[src/logic/sss_consts.vh]
// How it works
// - regulators run only with rail ok, enable high, fault and thermal clear
// - step-down starts first; logic rail soft-starts after step-down is done
// - sequence block enables with the step-down; channels two to five wait for their delays
// - sequence high and block enabled turns on every delay charge source
// - otherwise charge sources off and delay discharge switches closed
// - each channel two to five enables on its own delay comparator
// - every positive enable runs a 32-step soft-start from zero to full scale
// - negative regulator ramps from rail level down to final in 32 steps
// - soft-start lasts 1024 switching clocks low, 2048 high frequency
// - reset output low while monitor input is below trip level
// - reset also low in lockout, enable low or any fault latch set
// - reset released only after monitor stays good for full timeout
// - reset output state feeds no other logic, only the status register read-back
// - after soft-start, undervoltage on any output runs the fault timer
// - undervoltage lasting the whole timer sets fault latch, stops regulators
// - fault latch clears on power cycle or sequence or enable rising edge
// - thermal trip sets thermal latch at once, shuts off all incl rail
// - thermal latch clears only by power cycle, not by edges
// - overcurrent lasting the filter window sets fault latch and stops regulators
// - overcurrent pulses shorter than filter window never set the latch
// - rail lockout clears fault and thermal latches while it lasts
// - enable rising edge clears every fault except thermal
`ifndef SSS_CONSTS_VH
`define SSS_CONSTS_VH

// ----------------------------------------------------------------
// register map
// ----------------------------------------------------------------
`define SSS_ADDR_CTRL     8'h00
`define SSS_ADDR_STATUS   8'h04
`define SSS_ADDR_REF_LO   8'h08
`define SSS_ADDR_REF_HI   8'h0c
`define SSS_CTRL_HIFREQ   0
`define SSS_CTRL_RESET    32'h00000000
`define SSS_CTRL_HIFREQ_RST 1'b0
`define SSS_RESP_OKAY     2'b00
`define SSS_RESP_SLVERR   2'b10

// ----------------------------------------------------------------
// soft-start
// ----------------------------------------------------------------
`define SSS_SS_STEPS      6'h20
`define SSS_SS_LAST_STEP  6'h1f
`define SSS_STEP_LAST_LO  6'h1f
`define SSS_STEP_LAST_HI  6'h3f

// ----------------------------------------------------------------
// timing
// ----------------------------------------------------------------
`define SSS_CLK_HZ        100000000
`define SSS_FSW_LO_HZ     250000
`define SSS_FSW_HI_HZ     500000
`define SSS_DIV_LO        (`SSS_CLK_HZ / `SSS_FSW_LO_HZ)
`define SSS_DIV_HI        (`SSS_CLK_HZ / `SSS_FSW_HI_HZ)
`define SSS_DIV_LAST_LO   9'h18f
`define SSS_DIV_LAST_HI   9'h0c7
`define SSS_CLK_NS        10
`define SSS_OC_FILT_NS    50000
`define SSS_OC_FILT_CYC   ((`SSS_OC_FILT_NS + `SSS_CLK_NS - 1) / `SSS_CLK_NS)
`define SSS_FAULT_CYC     20000
`define SSS_RST_CYC       20000

`endif

[src/logic/sss_top.v]
`timescale 1ns/1ps
`include "sss_consts.vh"
module sss_top #(
	parameter [15:0] OC_FILT_CYC = `SSS_OC_FILT_CYC,
	parameter [15:0] FAULT_CYC   = `SSS_FAULT_CYC,
	parameter [15:0] RST_CYC     = `SSS_RST_CYC
) (
	input  wire        aclk,          // system clock, 100 MHz
	input  wire        aresetn,       // synchronous reset, active low
	input  wire        ce,            // clock enable, freezes all state
	input  wire [7:0]  awaddr,        // write address
	input  wire        awvalid,       // write address valid
	output reg         awready,       // write address ready
	input  wire [31:0] wdata,         // write data
	input  wire [3:0]  wstrb,         // write byte strobes
	input  wire        wvalid,        // write data valid
	output reg         wready,        // write data ready
	output reg  [1:0]  bresp,         // write response
	output reg         bvalid,        // write response valid
	input  wire        bready,        // write response ready
	input  wire [7:0]  araddr,        // read address
	input  wire        arvalid,       // read address valid
	output reg         arready,       // read address ready
	output reg  [31:0] rdata,         // read data
	output reg  [1:0]  rresp,         // read response
	output reg         rvalid,        // read data valid
	input  wire        rready,        // read data ready
	input  wire        rail_lockout,  // internal rail below lockout
	input  wire        enable_cmp,    // enable input above threshold
	input  wire        seq_ctl,       // sequence control input
	input  wire [3:0]  dly_cross,     // delay inputs past threshold, ch 2..5
	input  wire        rst_mon_ok,    // reset monitor above trip level
	input  wire [5:0]  uv_cmp,        // output below 90 percent, per reg
	input  wire        oc_cmp,        // overcurrent comparator
	input  wire        therm_cmp,     // over-temperature sensor
	output reg  [5:0]  reg_en,        // enables: step-down, logic, ch 2..5
	output wire [35:0] ref_code,      // six 6-bit reference codes
	output reg         dly_charge,    // delay charge sources on
	output reg         dly_discharge, // delay discharge switches closed
	output reg         seq_blk_en,    // sequencing block enabled
	output reg         rst_pin_o,     // reset pin level, always low
	output reg         rst_pin_oe_n,  // reset pin enable, low drives low
	output reg         rail_off       // shut down internal rail
);

	// ----------------------------------------------------------------
	// input synchronisation
	// ----------------------------------------------------------------
	wire [15:0] raw_in;
	wire [15:0] syn;
	wire        lock_s;
	wire        en_s;
	wire        seq_s;
	wire [3:0]  dly_s;
	wire        mon_s;
	wire [5:0]  uv_s;
	wire        oc_s;
	wire        th_s;

	assign raw_in = {therm_cmp, oc_cmp, uv_cmp, rst_mon_ok, dly_cross,
	                 seq_ctl, enable_cmp, rail_lockout};
	assign lock_s = syn[0];
	assign en_s   = syn[1];
	assign seq_s  = syn[2];
	assign dly_s  = syn[6:3];
	assign mon_s  = syn[7];
	assign uv_s   = syn[13:8];
	assign oc_s   = syn[14];
	assign th_s   = syn[15];

	// every comparator goes through two flops before use
	sss_sync #(
		.W (16)
	) u_sync (
		.clk   (aclk),
		.rst_n (aresetn),
		.ce    (ce),
		.d     (raw_in),
		.q_r   (syn)
	);

	// ----------------------------------------------------------------
	// registers and state
	// ----------------------------------------------------------------
	reg        hifreq_r;
	reg        fault_r;
	reg        therm_r;
	reg        en_d_r;
	reg        seq_d_r;
	reg [8:0]  div_r;
	reg        tick_r;
	reg [15:0] ftmr_r;
	reg [15:0] oc_r;
	reg [15:0] rtmr_r;
	reg [7:0]  awaddr_r;
	reg [31:0] wdata_r;
	reg [3:0]  wstrb_r;
	reg        aw_have_r;
	reg        w_have_r;

	wire       run;
	wire [5:0] ss_done;
	wire [5:0] en_nxt;
	wire       uv_hit;
	wire       uv_set;
	wire       oc_set;
	wire       fault_clr;
	wire       rst_hold;
	wire [8:0] div_last;

	// ----------------------------------------------------------------
	// start conditions and enables
	// ----------------------------------------------------------------
	// all four conditions together
	assign run = !lock_s && en_s && !fault_r && !therm_r;

	// step-down first, logic rail after its soft-start, channels on delays
	assign en_nxt[0]   = run;
	assign en_nxt[1]   = run && ss_done[0];
	assign en_nxt[5:2] = {4{run}} & dly_s;

	// enables and sequencing controls come straight from flops
	always @(posedge aclk) begin
		if (!aresetn) begin
			reg_en        <= 6'h00;
			seq_blk_en    <= 1'b0;
			dly_charge    <= 1'b0;
			dly_discharge <= 1'b1;
			rail_off      <= 1'b0;
		end else if (ce) begin
			reg_en        <= en_nxt;
			seq_blk_en    <= run;
			dly_charge    <= run && seq_s;
			dly_discharge <= !(run && seq_s);
			rail_off      <= therm_r || th_s;
		end
	end

	// ----------------------------------------------------------------
	// switching clock tick
	// ----------------------------------------------------------------
	assign div_last = hifreq_r ? `SSS_DIV_LAST_HI : `SSS_DIV_LAST_LO;

	// the tick stands in for one switching clock period
	always @(posedge aclk) begin
		if (!aresetn) begin
			div_r  <= 9'h000;
			tick_r <= 1'b0;
		end else if (ce) begin
			tick_r <= (div_r == div_last);
			if (div_r >= div_last)
				div_r <= 9'h000;
			else
				div_r <= div_r + 9'h001;
		end
	end

	// ----------------------------------------------------------------
	// soft-start ramps
	// ----------------------------------------------------------------
	genvar gi;
	generate
		for (gi = 0; gi < 6; gi = gi + 1) begin : g_ss
			// the last channel is the negative regulator
			sss_softstart #(
				.NEG ((gi == 5) ? 1 : 0)
			) u_ss (
				.clk     (aclk),
				.rst_n   (aresetn),
				.ce      (ce),
				.run     (reg_en[gi]),
				.tick    (tick_r),
				.hi_freq (hifreq_r),
				.code_r  (ref_code[gi*6 +: 6]),
				.done_r  (ss_done[gi])
			);
		end
	endgenerate

	// ----------------------------------------------------------------
	// fault timer and overcurrent filter
	// ----------------------------------------------------------------
	// only regulators past soft-start count as undervoltage
	assign uv_hit = |(uv_s & ss_done & reg_en);
	assign uv_set = uv_hit && (ftmr_r == FAULT_CYC - 16'h0001);
	assign oc_set = oc_s && (oc_r == OC_FILT_CYC - 16'h0001);

	// any break in the condition restarts the count
	always @(posedge aclk) begin
		if (!aresetn) begin
			ftmr_r <= 16'h0000;
			oc_r   <= 16'h0000;
		end else if (ce) begin
			if (uv_hit && !uv_set)
				ftmr_r <= ftmr_r + 16'h0001;
			else
				ftmr_r <= 16'h0000;
			if (oc_s && !oc_set)
				oc_r <= oc_r + 16'h0001;
			else
				oc_r <= 16'h0000;
		end
	end

	// ----------------------------------------------------------------
	// fault and thermal latches
	// ----------------------------------------------------------------
	assign fault_clr = lock_s || (en_s && !en_d_r) ||
	                   (seq_s && !seq_d_r);

	// a set in the clearing cycle wins over the clear
	always @(posedge aclk) begin
		if (!aresetn) begin
			fault_r <= 1'b0;
			therm_r <= 1'b0;
			en_d_r  <= 1'b0;
			seq_d_r <= 1'b0;
		end else if (ce) begin
			en_d_r  <= en_s;
			seq_d_r <= seq_s;
			if (uv_set || oc_set)
				fault_r <= 1'b1;
			else if (fault_clr)
				fault_r <= 1'b0;
			if (th_s)
				therm_r <= 1'b1;
			else if (lock_s)
				therm_r <= 1'b0;
		end
	end

	// ----------------------------------------------------------------
	// reset output
	// ----------------------------------------------------------------
	// the pin level is never read back anywhere
	assign rst_hold = !mon_s || lock_s || !en_s || fault_r ||
	                  therm_r;

	always @(posedge aclk) begin
		if (!aresetn) begin
			rtmr_r       <= 16'h0000;
			rst_pin_o    <= 1'b0;
			rst_pin_oe_n <= 1'b0;
		end else if (ce) begin
			rst_pin_o <= 1'b0;
			if (rst_hold) begin
				rtmr_r       <= 16'h0000;
				rst_pin_oe_n <= 1'b0;
			end else if (rtmr_r == RST_CYC - 16'h0001) begin
				rst_pin_oe_n <= 1'b1;
			end else begin
				rtmr_r <= rtmr_r + 16'h0001;
			end
		end
	end

	// ----------------------------------------------------------------
	// bus slave, write side
	// ----------------------------------------------------------------
	// address and data are caught in either order, one write at a time
	always @(posedge aclk) begin
		if (!aresetn) begin
			awready   <= 1'b0;
			wready    <= 1'b0;
			bvalid    <= 1'b0;
			bresp     <= `SSS_RESP_OKAY;
			aw_have_r <= 1'b0;
			w_have_r  <= 1'b0;
			awaddr_r  <= 8'h00;
			wdata_r   <= 32'h00000000;
			wstrb_r   <= 4'h0;
			hifreq_r  <= `SSS_CTRL_HIFREQ_RST;
		end else if (ce) begin
			awready <= !aw_have_r && !awready && !bvalid && awvalid;
			wready  <= !w_have_r && !wready && !bvalid && wvalid;
			if (awvalid && awready) begin
				aw_have_r <= 1'b1;
				awaddr_r  <= awaddr;
			end
			if (wvalid && wready) begin
				w_have_r <= 1'b1;
				wdata_r  <= wdata;
				wstrb_r  <= wstrb;
			end
			if (aw_have_r && w_have_r && !bvalid) begin
				aw_have_r <= 1'b0;
				w_have_r  <= 1'b0;
				bvalid    <= 1'b1;
				if (awaddr_r[7:2] == `SSS_ADDR_CTRL >> 2) begin
					bresp <= `SSS_RESP_OKAY;
					if (wstrb_r[0])
						hifreq_r <= wdata_r[`SSS_CTRL_HIFREQ];
				end else if (awaddr_r[7:2] == `SSS_ADDR_STATUS >> 2 ||
				             awaddr_r[7:2] == `SSS_ADDR_REF_LO >> 2 ||
				             awaddr_r[7:2] == `SSS_ADDR_REF_HI >> 2) begin
					bresp <= `SSS_RESP_OKAY;     // read-only, ignored
				end else begin
					bresp <= `SSS_RESP_SLVERR;
				end
			end else if (bvalid && bready) begin
				bvalid <= 1'b0;
			end
		end
	end

	// ----------------------------------------------------------------
	// bus slave, read side
	// ----------------------------------------------------------------
	// status shows latches, enables and soft-start progress
	always @(posedge aclk) begin
		if (!aresetn) begin
			arready <= 1'b0;
			rvalid  <= 1'b0;
			rdata   <= 32'h00000000;
			rresp   <= `SSS_RESP_OKAY;
		end else if (ce) begin
			arready <= !arready && !rvalid && arvalid;
			if (arvalid && arready) begin
				rvalid <= 1'b1;
				rresp  <= `SSS_RESP_OKAY;
				case (araddr[7:2])
				`SSS_ADDR_CTRL >> 2:
					rdata <= {31'h00000000, hifreq_r};
				`SSS_ADDR_STATUS >> 2:
					rdata <= {16'h0000, rst_pin_oe_n, run, therm_r,
					          fault_r, ss_done, reg_en};
				`SSS_ADDR_REF_LO >> 2:
					rdata <= {14'h0000, ref_code[17:0]};
				`SSS_ADDR_REF_HI >> 2:
					rdata <= {14'h0000, ref_code[35:18]};
				default: begin
					rdata <= 32'h00000000;
					rresp <= `SSS_RESP_SLVERR;
				end
				endcase
			end else if (rvalid && rready) begin
				rvalid <= 1'b0;
			end
		end
	end

endmodule

[src/logic/sss_sync.v]
`timescale 1ns/1ps
module sss_sync #(
	parameter W = 1
) (
	input  wire         clk,   // system clock
	input  wire         rst_n, // synchronous reset, active low
	input  wire         ce,    // clock enable
	input  wire [W-1:0] d,     // asynchronous level
	output reg  [W-1:0] q_r    // synchronised level
);

	reg [W-1:0] meta_r;

	// ----------------------------------------------------------------
	// two-flop synchroniser
	// ----------------------------------------------------------------
	// first stage feeds only the second stage
	always @(posedge clk) begin
		if (!rst_n) begin
			meta_r <= {W{1'b0}};
			q_r    <= {W{1'b0}};
		end else if (ce) begin
			meta_r <= d;
			q_r    <= meta_r;
		end
	end

endmodule

[src/logic/sss_softstart.v]
`timescale 1ns/1ps
`include "sss_consts.vh"
module sss_softstart #(
	parameter NEG = 0
) (
	input  wire       clk,     // system clock
	input  wire       rst_n,   // synchronous reset, active low
	input  wire       ce,      // clock enable
	input  wire       run,     // regulator enabled
	input  wire       tick,    // one switching clock
	input  wire       hi_freq, // high switching frequency selected
	output reg  [5:0] code_r,  // reference code, 32 is full scale
	output reg        done_r   // soft-start complete
);

	localparam [5:0] START = (NEG != 0) ? `SSS_SS_STEPS : 6'h00;

	reg  [5:0] sub_r;
	reg  [5:0] step_r;
	wire [5:0] sub_last;

	// one step is 1/32 of the total period
	assign sub_last = hi_freq ? `SSS_STEP_LAST_HI : `SSS_STEP_LAST_LO;

	// ----------------------------------------------------------------
	// reference ramp
	// ----------------------------------------------------------------
	// restarts from the beginning each time the regulator is enabled
	always @(posedge clk) begin
		if (!rst_n) begin
			sub_r  <= 6'h00;
			step_r <= 6'h00;
			code_r <= START;
			done_r <= 1'b0;
		end else if (ce) begin
			if (!run) begin
				sub_r  <= 6'h00;
				step_r <= 6'h00;
				code_r <= START;
				done_r <= 1'b0;
			end else if (tick && !done_r) begin
				if (sub_r == sub_last) begin
					sub_r  <= 6'h00;
					step_r <= step_r + 6'h01;
					if (NEG != 0)
						code_r <= code_r - 6'h01;
					else
						code_r <= code_r + 6'h01;
					if (step_r == `SSS_SS_LAST_STEP)
						done_r <= 1'b1;
				end else begin
					sub_r <= sub_r + 6'h01;
				end
			end
		end
	end

endmodule

[config.mk]
export PLATFORM = sky130hd
export DESIGN_NAME = sss_top
export DESIGN_NICKNAME = d
export VERILOG_FILES = /design/src/logic/sss_top.v /design/src/logic/sss_sync.v /design/src/logic/sss_softstart.v
export VERILOG_INCLUDE_DIRS = /design/src /design/src/logic
export SDC_FILE = /design/constraint.sdc
export NUM_CORES = 1
export LEC_CHECK = 0
export ABC_AREA = 1
export BUFFER_PORTS_ARGS = -buffer_cell sky130_fd_sc_hd__buf_2
export CAP_MARGIN = 40
export CORE_MARGIN = 2
export CORE_UTILIZATION = 43
export DETAILED_ROUTE_END_ITERATION = 8
export SYNTH_ARGS = -nofsm -noshare
export SYNTH_HDL_FRONTEND = slang
export SYNTH_SLANG_ARGS = --single-unit
[constraint.sdc]
create_clock -name aclk -period 1.8 [get_ports aclk]
set_clock_uncertainty 0.15 [all_clocks]
set_input_delay 0.36 -clock aclk [delete_from_list [all_inputs] [get_ports aclk]]
set_output_delay 0.36 -clock aclk [all_outputs]
set_load 0.01 [all_outputs]
# Word-level counts from Yosys, hierarchy flattened

Index checks and enable logic that the tools add are counted.

Input bits: 76
Logic and storage cells: 332
Flip-flop bits (word level): 273
Output and inout bits: 89

Reductions and logical operators: 107
Magnitude comparators: 1
Bitwise logic cells: 3
Eq/ne operators: 41
$add $sub $neg: 22
Mux-type cells: 103

Operators with widths:

| kind                                                  | number |
|---|---|
| two-way mux 6 bit                                     | 55 |
| adder 6 x 1 -> 6 bit, second input constant           | 17 |
| case mux 18 bit (4 select lines)                      | 1 |
| two-way mux 16 bit                                    | 4 |
| adder 16 x 1 -> 16 bit, second input constant         | 3 |
| two-way mux 1 bit                                     | 38 |
| == test 6 x 5 -> 1 bit, second input constant         | 6 |
| == test 6 bit                                         | 6 |
| inequality test 2 x 1 -> 1 bit, second input constant | 18 |
| AND reduction 2 bit                                   | 18 |
| == test 16 x 15 -> 1 bit, second input constant       | 2 |
| logical AND 1 bit                                     | 32 |
| AND reduction 4 bit                                   | 7 |
| == test 6 x 2 -> 1 bit, second input constant         | 4 |
| zero test 1 bit                                       | 23 |
| two-way mux 9 bit                                     | 2 |
| AND reduction 3 bit                                   | 6 |
| == test 16 x 13 -> 1 bit, second input constant       | 1 |
| nonzero test 2 bit                                    | 7 |
| bitwise AND 6 bit                                     | 2 |
| == test 6 x 1 -> 1 bit, second input constant         | 2 |
| zero test 6 bit                                       | 2 |
| logical OR 1 bit                                      | 10 |
| adder 9 x 1 -> 9 bit, second input constant           | 1 |
| other kinds (8)                                       | 10 |

# Depth between registers and ports, before layout

Gate-level depths: netlist of the first run.

Word-level depth: 7
Gate-level depth with buffers: 11
Gate-level depth less buffers: 11

# Hierarchy

A second synthesis of the first run with hierarchy kept.

Cell total of the unflattened synthesis: 2007
Area, all modules: 13569.3 um2

Modules (own cells, without submodules):

| module                           | cells each | seq. area each (um2) | area an instance (um2) | times used |
|---|---|---|---|---|
| sss_top                          | 850        | 2162.1               | 5693.0                 | 1 |
| sss_softstart (g_ss[0].u_ss ...) | 161        | 380.4                | 1071.0                 | 5 |
| sss_sync                         | 202        | 640.6                | 1481.4                 | 1 |
| sss_softstart (g_ss[5].u_ss)     | 150        | 380.4                | 1039.7                 | 1 |

# Least setup slack after synthesis of the first run

OpenSTA, ideal clock, no wires.

Path type: register to register
Start point: register hifreq_r
End point: register div_r[0]
Arrival time: 1.511 ns
Path buffers: 0
Path slack: 0.018 ns
Setup time: 0.121 ns
Required time: 1.529 ns
Period minus slack after synthesis: 1.782 ns
Cell stages (with the launch flop): 10
Cells stage by stage: dfxtp_1 > inv_2 > ha_1 > nand4_1 > nor2_1 > o21ai_0 > o211ai_1 > nand2_1 > nand2_1 > nor2_1

Longest elaborated chain between the ends: 3

Ends and longest elaborated chain:

| element                           | line          | RTL |
|---|---|---|
| start, declared                   | sss_top.v:85  | `reg hifreq_r;` |
| start signal, assigned            | sss_top.v:272 | `` hifreq_r <= `SSS_CTRL_HIFREQ_RST; `` |
| start signal, assigned            | sss_top.v:292 | `` hifreq_r <= wdata_r[`SSS_CTRL_HIFREQ]; `` |
| two-way mux 9 bit (no line)       | --            |  |
| greater-or-equal comparator 9 bit | sss_top.v:151 | `if (div_r >= div_last)` |
| two-way mux 9 bit                 | sss_top.v:151 |  |
| end signal, assigned              | sss_top.v:154 | `div_r <= div_r + 9'h001;` |
| end, declared                     | sss_top.v:90  | `reg [8:0] div_r;` |

Every way passes these cells.
A chain may end at the register's enable or synchronous reset.

==> summary.md, run 1 <==
| Metric | Value |
|---|---|
| DR vias | 11,960 |
| Dpl hpwl | 23.17 mm |
| Synth Area per Inst | 7.017 um^2 |
| CTS Buffer Depth | 3 |
| Fin. Hold Viols | 0 |
| Sw frac | 0.2273 |
| Root Driver | clkbuf_16 |
| DR iter-0 viols | 604 |
| CTS tree | done |
| 1st-pass router iterations | 5 |
| Power per standard cell area | 848.6 mW/mm^2 |
| Reg power frac | 0.440 |
| ANT cells | 0 |
| DRT antenna net count | 0 |
| Design area | 0.01554 mm^2 |
| Placed Area | 0.01392 mm^2 |
| Clock latency on the worst-skew pair | 530 ps |
| Post-Syn Instances | 1,758 |
| Die Y | 173.4 um |
| Crit start category | register |
| CP cell instances | buf_6 > buf_8 > buf_6 |
| Post-synth top area cell | dfxtp_1 |
| Setup ws final | 46.63 ps |
| Final core utilization | 0.5459 |
| Port Buffers | 109 |
| CTS clk-pin slew, worst paths | 60 ps |
| Final hold slack | 30.53 ps |
| EDFF count, synth | 0 |
| Dominant synthesized flop cell | dfxtp_1 |
| Largest stage delay, worst path | 350 ps |
| Share of cells above drive strength 1 | 0.1858 |
| Layout Area Growth over Synthesis | 26.00% |
| Post-route DRC | 0 |
| P_leak | 6.312 nW |
| CP Capture Type | primary output |
| WS Path Type | reg -> out |
| Initial antenna violation count | 0 |
| Max Fclk | 570.3 MHz |
| Synth warnings | 0 |
| GP Congestion | 0.8456 |
| Final setup viols | 0 |
| Synth Cell Area | 0.01234 mm^2 |
| Seq/Total Area, Yosys | 0.4122 |
| Initial Util | 0.4333 |
| CP max stage cell | dfxtp_4 |
| # rows | 62 |
| Ports | 165 |
| Hold Path Class | in -> reg |
| Top-area cell type share of the netlist area | 0.4122 |
| Post-route setup TNS | 0 ps |
| Global route overflow | 0 |
| Slew Limit Fails | 0 |
| Min Tclk post-route | 1753 ps |
| Core area | 0.02847 mm^2 |
| Via-per-instance ratio | 5.001 |
| Nets | 2,086 |
| Most frequent CP cell | buf_6 |
| Top fanout value on the critical path | 4 |
| Slew of the pin with the lowest slew margin | 537.2 ps |
| Largest net degree at the start of global routing | 76 |
| Sw Pwr | 0.002998 W |
| Int Pwr | 0.01019 W |
| CTS buffer count | 29 |
| Max-slew headroom | 0.6418 |
| GRT Total Usage | 0.2130 |
| Post-DR wirelength/cell | 13.69 um |
| Setup Slack @ Placement | -68.38 ps |
| Peak VDD IR | 0.6116 mV |
| Clock Sinks | 254 |
| Clk pwr share | 0.489 |
| Async SR Flop Fraction | 0 |
| Status | complete, no violations |
| Max cap viols | 0 |
| CTS H-tree depth | 1 |
| Vias in the first global route | 11,140 |
| Area contributors post-synth | dfxtp_1 (41%), nand2_1 (11%), nor2_1 (8.8%), a21oi_1 (5.8%), nand3_1 (5.2%) |
| RSZ-0062 raised after global routing | yes |
| Die X | 173.4 um |
| Final WL | 32.74 mm |
| Largest delay share family, worst path | flip-flops |
| Tcrit/Tclk final | 0.9741 |
| Netlist cell types | 49 |
| First-pass GRT wire length | 54.09 mm |
| Worst path bufs/invs | 3 |
| Worst endpoint required time | 1290 ps |
| Comb pwr share | 0.071 |
| Die footprint | 0.03006 mm^2 |
| #FFs+latches synth | 254 |
| CP Data Arrival Time | 1240 ps |
-- cell type report --
class	instances	area (um^2)
Tap cell	384	480.5
Inverter	165	623.1
Clock inverter	14	227.7
Sequential cell	254	5117
Multi-Input combinational cell	1275	6379
Fill cell	2726	12930
Clock buffer	39	833.3
Timing Repair Buffer	260	1882
-- worst paths after layout --
kind	slack, ps	to	from	cells past startpoint
setup reg to reg	60	g_ss[3].u_ss.step_r[0]$_SDFFE_PN0P_	g_ss[3].u_ss.sub_r[0]$_SDFFE_PN0P_	8
hold / removal	30	rvalid$_SDFFE_PN0P_	rready	4
setup / recovery	50	seq_blk_en	reg_en[0]$_SDFFE_PN0P_	3
hold reg to reg	300	wdata_r[0]$_SDFFE_PN0P_	wdata_r[0]$_SDFFE_PN0P_	2
-- cells in the final DEF (no fill, tap or decap), types with 4 or more instances in the layout --
cell	n
ha_1	19
buf_6	8
nand2_1	345
nor3b_1	4
nand2_2	17
nor2_2	8
nand3_1	126
dfxtp_2	8
dfxtp_4	6
a21oi_2	6
a31oi_1	8
or2_2	6
dlygate4sd3_1	28
clkbuf_8	7
nor2_1	283
inv_2	9
a211oi_1	10
buf_12	7
o21bai_1	6
buf_4	110
dfxtp_1	240
nand3_2	5
nand4_1	26
o21ai_1	18
ha_2	4
o22ai_1	6
bufinv_16	6
xnor2_1	12
clkinv_2	6
nor2_4	4
buf_2	106
conb_1	17
inv_1	154
clkbuf_16	29
o211ai_1	10
xor2_1	35
nor3_1	24
o21ai_0	100
a21oi_1	142
-- kinds of logic (layout without fill, tap and decap cells) --
| family | after synthesis | in the layout | share of synthesized area |
|---|---|---|---|
| other | 1 | 17 | 0.0003040 |
| AND/OR/NAND/NOR | 860 | 862 | 0.2952 |
| buffers and inverters | 247 | 478 | 0.08733 |
| flip-flops | 254 | 254 | 0.4122 |
| multiplexers | 2 | 2 | 0.001623 |
| XOR/XNOR | 47 | 47 | 0.03337 |
| AO/OA/AOI/OAI | 322 | 322 | 0.1446 |
| adder cells (fa/ha/maj) | 25 | 25 | 0.02536 |
-- through the flow --
stage	instances	total power, W
final	2391	0.01319
after global routing	2391	0.01369
after detailed placement	2300	0.006790
after global placement	2300	0.006780
after floorplan	1774	0.006445
after CTS	2382	0.01331
-- power groups by stage --
stage                     clock, W  sequential, W  combinational (W)
final                      0.00644        0.00580           0.000943
after global routing       0.00683        0.00581            0.00104
after CTS                  0.00659        0.00580           0.000915
after detailed placement         0        0.00593           0.000859
after global placement           0        0.00593           0.000852
after floorplan                  0        0.00592           0.000523
-- tightest hold or removal path, delay by kind of cell --
kind / cells / cell delay (ps)
and+or+nand+nor: 2 / 160
buffers and inverters: 1 / 100
AOI/OAI and AO/OA: 1 / 50
-- per-layer routing --
metal	track usage	share of wire
met1	0.2912	0.48
met2	0.3612	0.46
met3	0.02456	0.042
met4	0.04838	0.020
met5	0	0
-- sequential cells by signal, indices dropped and copies added, names as in the netlist, 6 cells and up --
name              count
awaddr_r              6
u_sync.meta_r        16
div_r                 9
rtmr_r               16
oc_r                 16
g_ss.u_ss.sub_r      36
ftmr_r               16
u_sync.q_r           16
reg_en                6
g_ss.u_ss.step_r     36
g_ss.u_ss.code_r     36
rdata                18
g_ss.u_ss.done_r      6
-- Yosys cell counts, drive strengths merged (3+ instances only) --
master and number:
o211ai 10, or2 6, inv 165, clkbuf 29, and3 3, a21boi 3, buf 53, nand2 363
nor4 3, o21bai 6, xnor2 12, nand4 27, nor3 26, a21oi 150, o21ai 122, a211oi 10
a31oi 8, ha 25, xor2 35, o22ai 8, dfxtp 254, nor2 295, nand3 131, nor3b 4
-- repair_timing --
action | 4_1_cts | 5_1_grt
setup buffers | 2 | 7
resized for setup | 15 | 59
pin swaps | 0 | 10
endpoints found under the setup margin | 27 | 120
hold buffers | 28 | 0
hold endpoints to repair | 28 | 0
gates cloned | 0 | 2
Note: power is estimated with default switching activity, not from simulation.
==> inputs of run 2 (changes only) <==
--- a/config.mk
+++ b/config.mk
@@ -12,6 +12,7 @@
 export CORE_MARGIN = 2
 export CORE_UTILIZATION = 43
 export DETAILED_ROUTE_END_ITERATION = 8
+export RECOVER_POWER = 100
 export SYNTH_ARGS = -nofsm -noshare
 export SYNTH_HDL_FRONTEND = slang
 export SYNTH_SLANG_ARGS = --single-unit
==> run 2 against run 1 <==
Register-to-register slack barely moved. Routed wire length rose by 0.18%. Largest power group unchanged. Clock power barely moved. Via count rose by 0.37%. Setup slack got worse by 23 ps. Fmax fell by 1.3%. Die area did not move.
==> summary.md, run 2 (synthesis gave the netlist of run 1 again) <==
| Metric | Value |
|---|---|
| Nets | 2,086 |
| Slew of the pin with the lowest slew margin | 667.5 ps |
| Port Buffers | 109 |
| Crit start category | register |
| Final setup viols | 0 |
| Initial antenna violation count | 0 |
| Layout Area Growth over Synthesis | 24.73% |
| Top fanout value on the critical path | 4 |
| ANT cells | 0 |
| GRT Total Usage | 0.2130 |
| Commonest non-fill, non-tap cell in the layout | nand2_1 |
| Slew Limit Fails | 0 |
| WS Path Type | reg -> out |
| CTS Buffer Depth | 3 |
| CTS buffer count | 29 |
| Vias in the first global route | 11,140 |
| Critical R2R Capture | g_ss[3].u_ss.step_r[0]$_SDFFE_PN0P_ |
| # rows | 62 |
| 1st-pass router iterations | 5 |
| Share of cells above drive strength 1 | 0.1535 |
| Die footprint | 0.03006 mm^2 |
| Via-per-instance ratio | 5.020 |
| GP Congestion | 0.8456 |
| Hold depth | 4 |
| CP Data Arrival Time | 1270 ps |
| Post-DR wirelength/cell | 13.72 um |
| Worst reg2reg path depth | 8 |
| Peak VDD IR | 0.6121 mV |
| FF-to-FF Start | g_ss[3].u_ss.sub_r[0]$_SDFFE_PN0P_ |
| CTS clk-pin slew, worst paths | 60 ps |
| Clock latency on the worst-skew pair | 530 ps |
| Die X | 173.4 um |
| Hold_sp | rready |
| Flop2flop setup slack | 60 ps |
| CTS tree | done |
| Tcrit/Tclk final | 0.9871 |
| P_leak | 6.075 nW |
| Hold worst-path end | rvalid$_SDFFE_PN0P_ |
| Layout fillers | 2,779 |
| RSZ-0062 raised after global routing | yes |
| Ports | 165 |
| Initial Util | 0.4333 |
| Clock Sinks | 254 |
| Final core utilization | 0.5404 |
| CP Capture Type | primary output |
| Worst endpoint required time | 1290 ps |
| Core area | 0.02847 mm^2 |
| Dpl hpwl | 23.17 mm |
| Root Driver | clkbuf_16 |
| Max cap viols | 0 |
| Status | complete, no violations |
| DRT antenna net count | 0 |
| Max-slew headroom | 0.5550 |
| Worst setup startpoint | reg_en[0]$_SDFFE_PN0P_ |
| Final WL | 32.80 mm |
| Post-route DRC | 0 |
| Most frequent cells in the layout | nand2_1 (346), nor2_1 (284), dfxtp_1 (243) |
| CTS H-tree depth | 1 |
| Power per standard cell area | 855.9 mW/mm^2 |
| Largest net degree at the start of global routing | 76 |
| Top Registers | g_ss.u_ss.code_r (36), g_ss.u_ss.step_r (36), g_ss.u_ss.sub_r (36) |
| Fin. Hold Viols | 0 |
| First-pass GRT wire length | 54.09 mm |
| Max Fclk | 562.8 MHz |
| Hold Path Class | in -> reg |
| Min Tclk post-route | 1777 ps |
| DR iter-0 viols | 642 |
| Die Y | 173.4 um |
| Final hold slack | 36.14 ps |
| DR vias | 12,000 |
| Global route overflow | 0 |
-- run 2: cell types whose count changed in the layout (fill, tap and decap cells not counted), moves of 2 or more --
cell,previous run,this run
buf_2,106,50
ha_1,19,21
dfxtp_4,6,4
dfxtp_1,240,243
clkbuf_1,3,59
o21ai_1,18,14
clkbuf_4,0,5
clkbuf_2,0,13
buf_4,110,94
o21ai_0,100,104
-- run 2: worst max path at each step --
stage / endpoint / slack (ps) / cells after the start
2_1_floorplan: div_r[0]$_SDFFE_PN0P_ / 20 / 9
3_3_place_gp: rtmr_r[6]$_SDFFE_PN0P_ / -30 / 9
3_5_place_dp: rtmr_r[6]$_SDFFE_PN0P_ / -70 / 9
4_1_cts: g_ss[2].u_ss.step_r[5]$_SDFFE_PN0P_ / 2 / 9
5_1_grt: ftmr_r[12]$_SDFFE_PN0P_ / -70 / 10
6_report: seq_blk_en / 20 / 3
-- run 2: layout make-up --
class                   count  area [um^2]  area share
multi-input cells        1275         6350      0.4127
flip-flops and latches    254         5109      0.3320
repair buffers            260         1763      0.1146
clock buffers              39        833.3     0.05416
inverters                 165        623.1     0.04050
well taps                 384        480.5     0.03123
clock inverters            14        227.7     0.01480
-- run 2: routing by layer --
layer	track usage	vias up	part of all wire
li1	-	6180	-
met1	0.2912	5524	0.47
met2	0.3612	250	0.46
met3	0.02456	48	0.046
met4	0.04838	0	0.021
met5	0	-	0
-- run 2: worst max-delay path, cell delays in order (launching register included) --
cell     delay (ps)
dfxtp_1         390
buf_6           140
buf_8           110
buf_6           100
-- run 2: repair_timing --
item | 4_1_cts | 5_1_grt
endpoints found under the hold margin | 28 | 0
buffers inserted | 2 | 7
gates resized for setup | 15 | 59
pin swaps | 0 | 10
hold buffers | 28 | 0
gates cloned | 0 | 2
endpoints found under the setup margin | 27 | 120
-- run 2: report_power, final --
part	total, W	internal, W	switching, W
combinational	0.000920	0.000363	0.000557
clock	0.00644	0.00409	0.00236
sequential	0.00581	0.00572	0.0000803
-- run 2: per-stage QoR --
step                worst slack (ps)  TNS [ps]  instances  cell area [um^2]  power [W]
CTS                            1.824         0       2382             15310    0.01331
global route                  -65.82    -379.0       2391             15390    0.01367
detailed placement            -68.38    -482.5       2300             13920   0.006790
finish                         23.26         0       2391             15390    0.01317
floorplan                      18.03         0       1774             12400   0.006445
global placement              -34.52    -180.1       2300             13920   0.006780
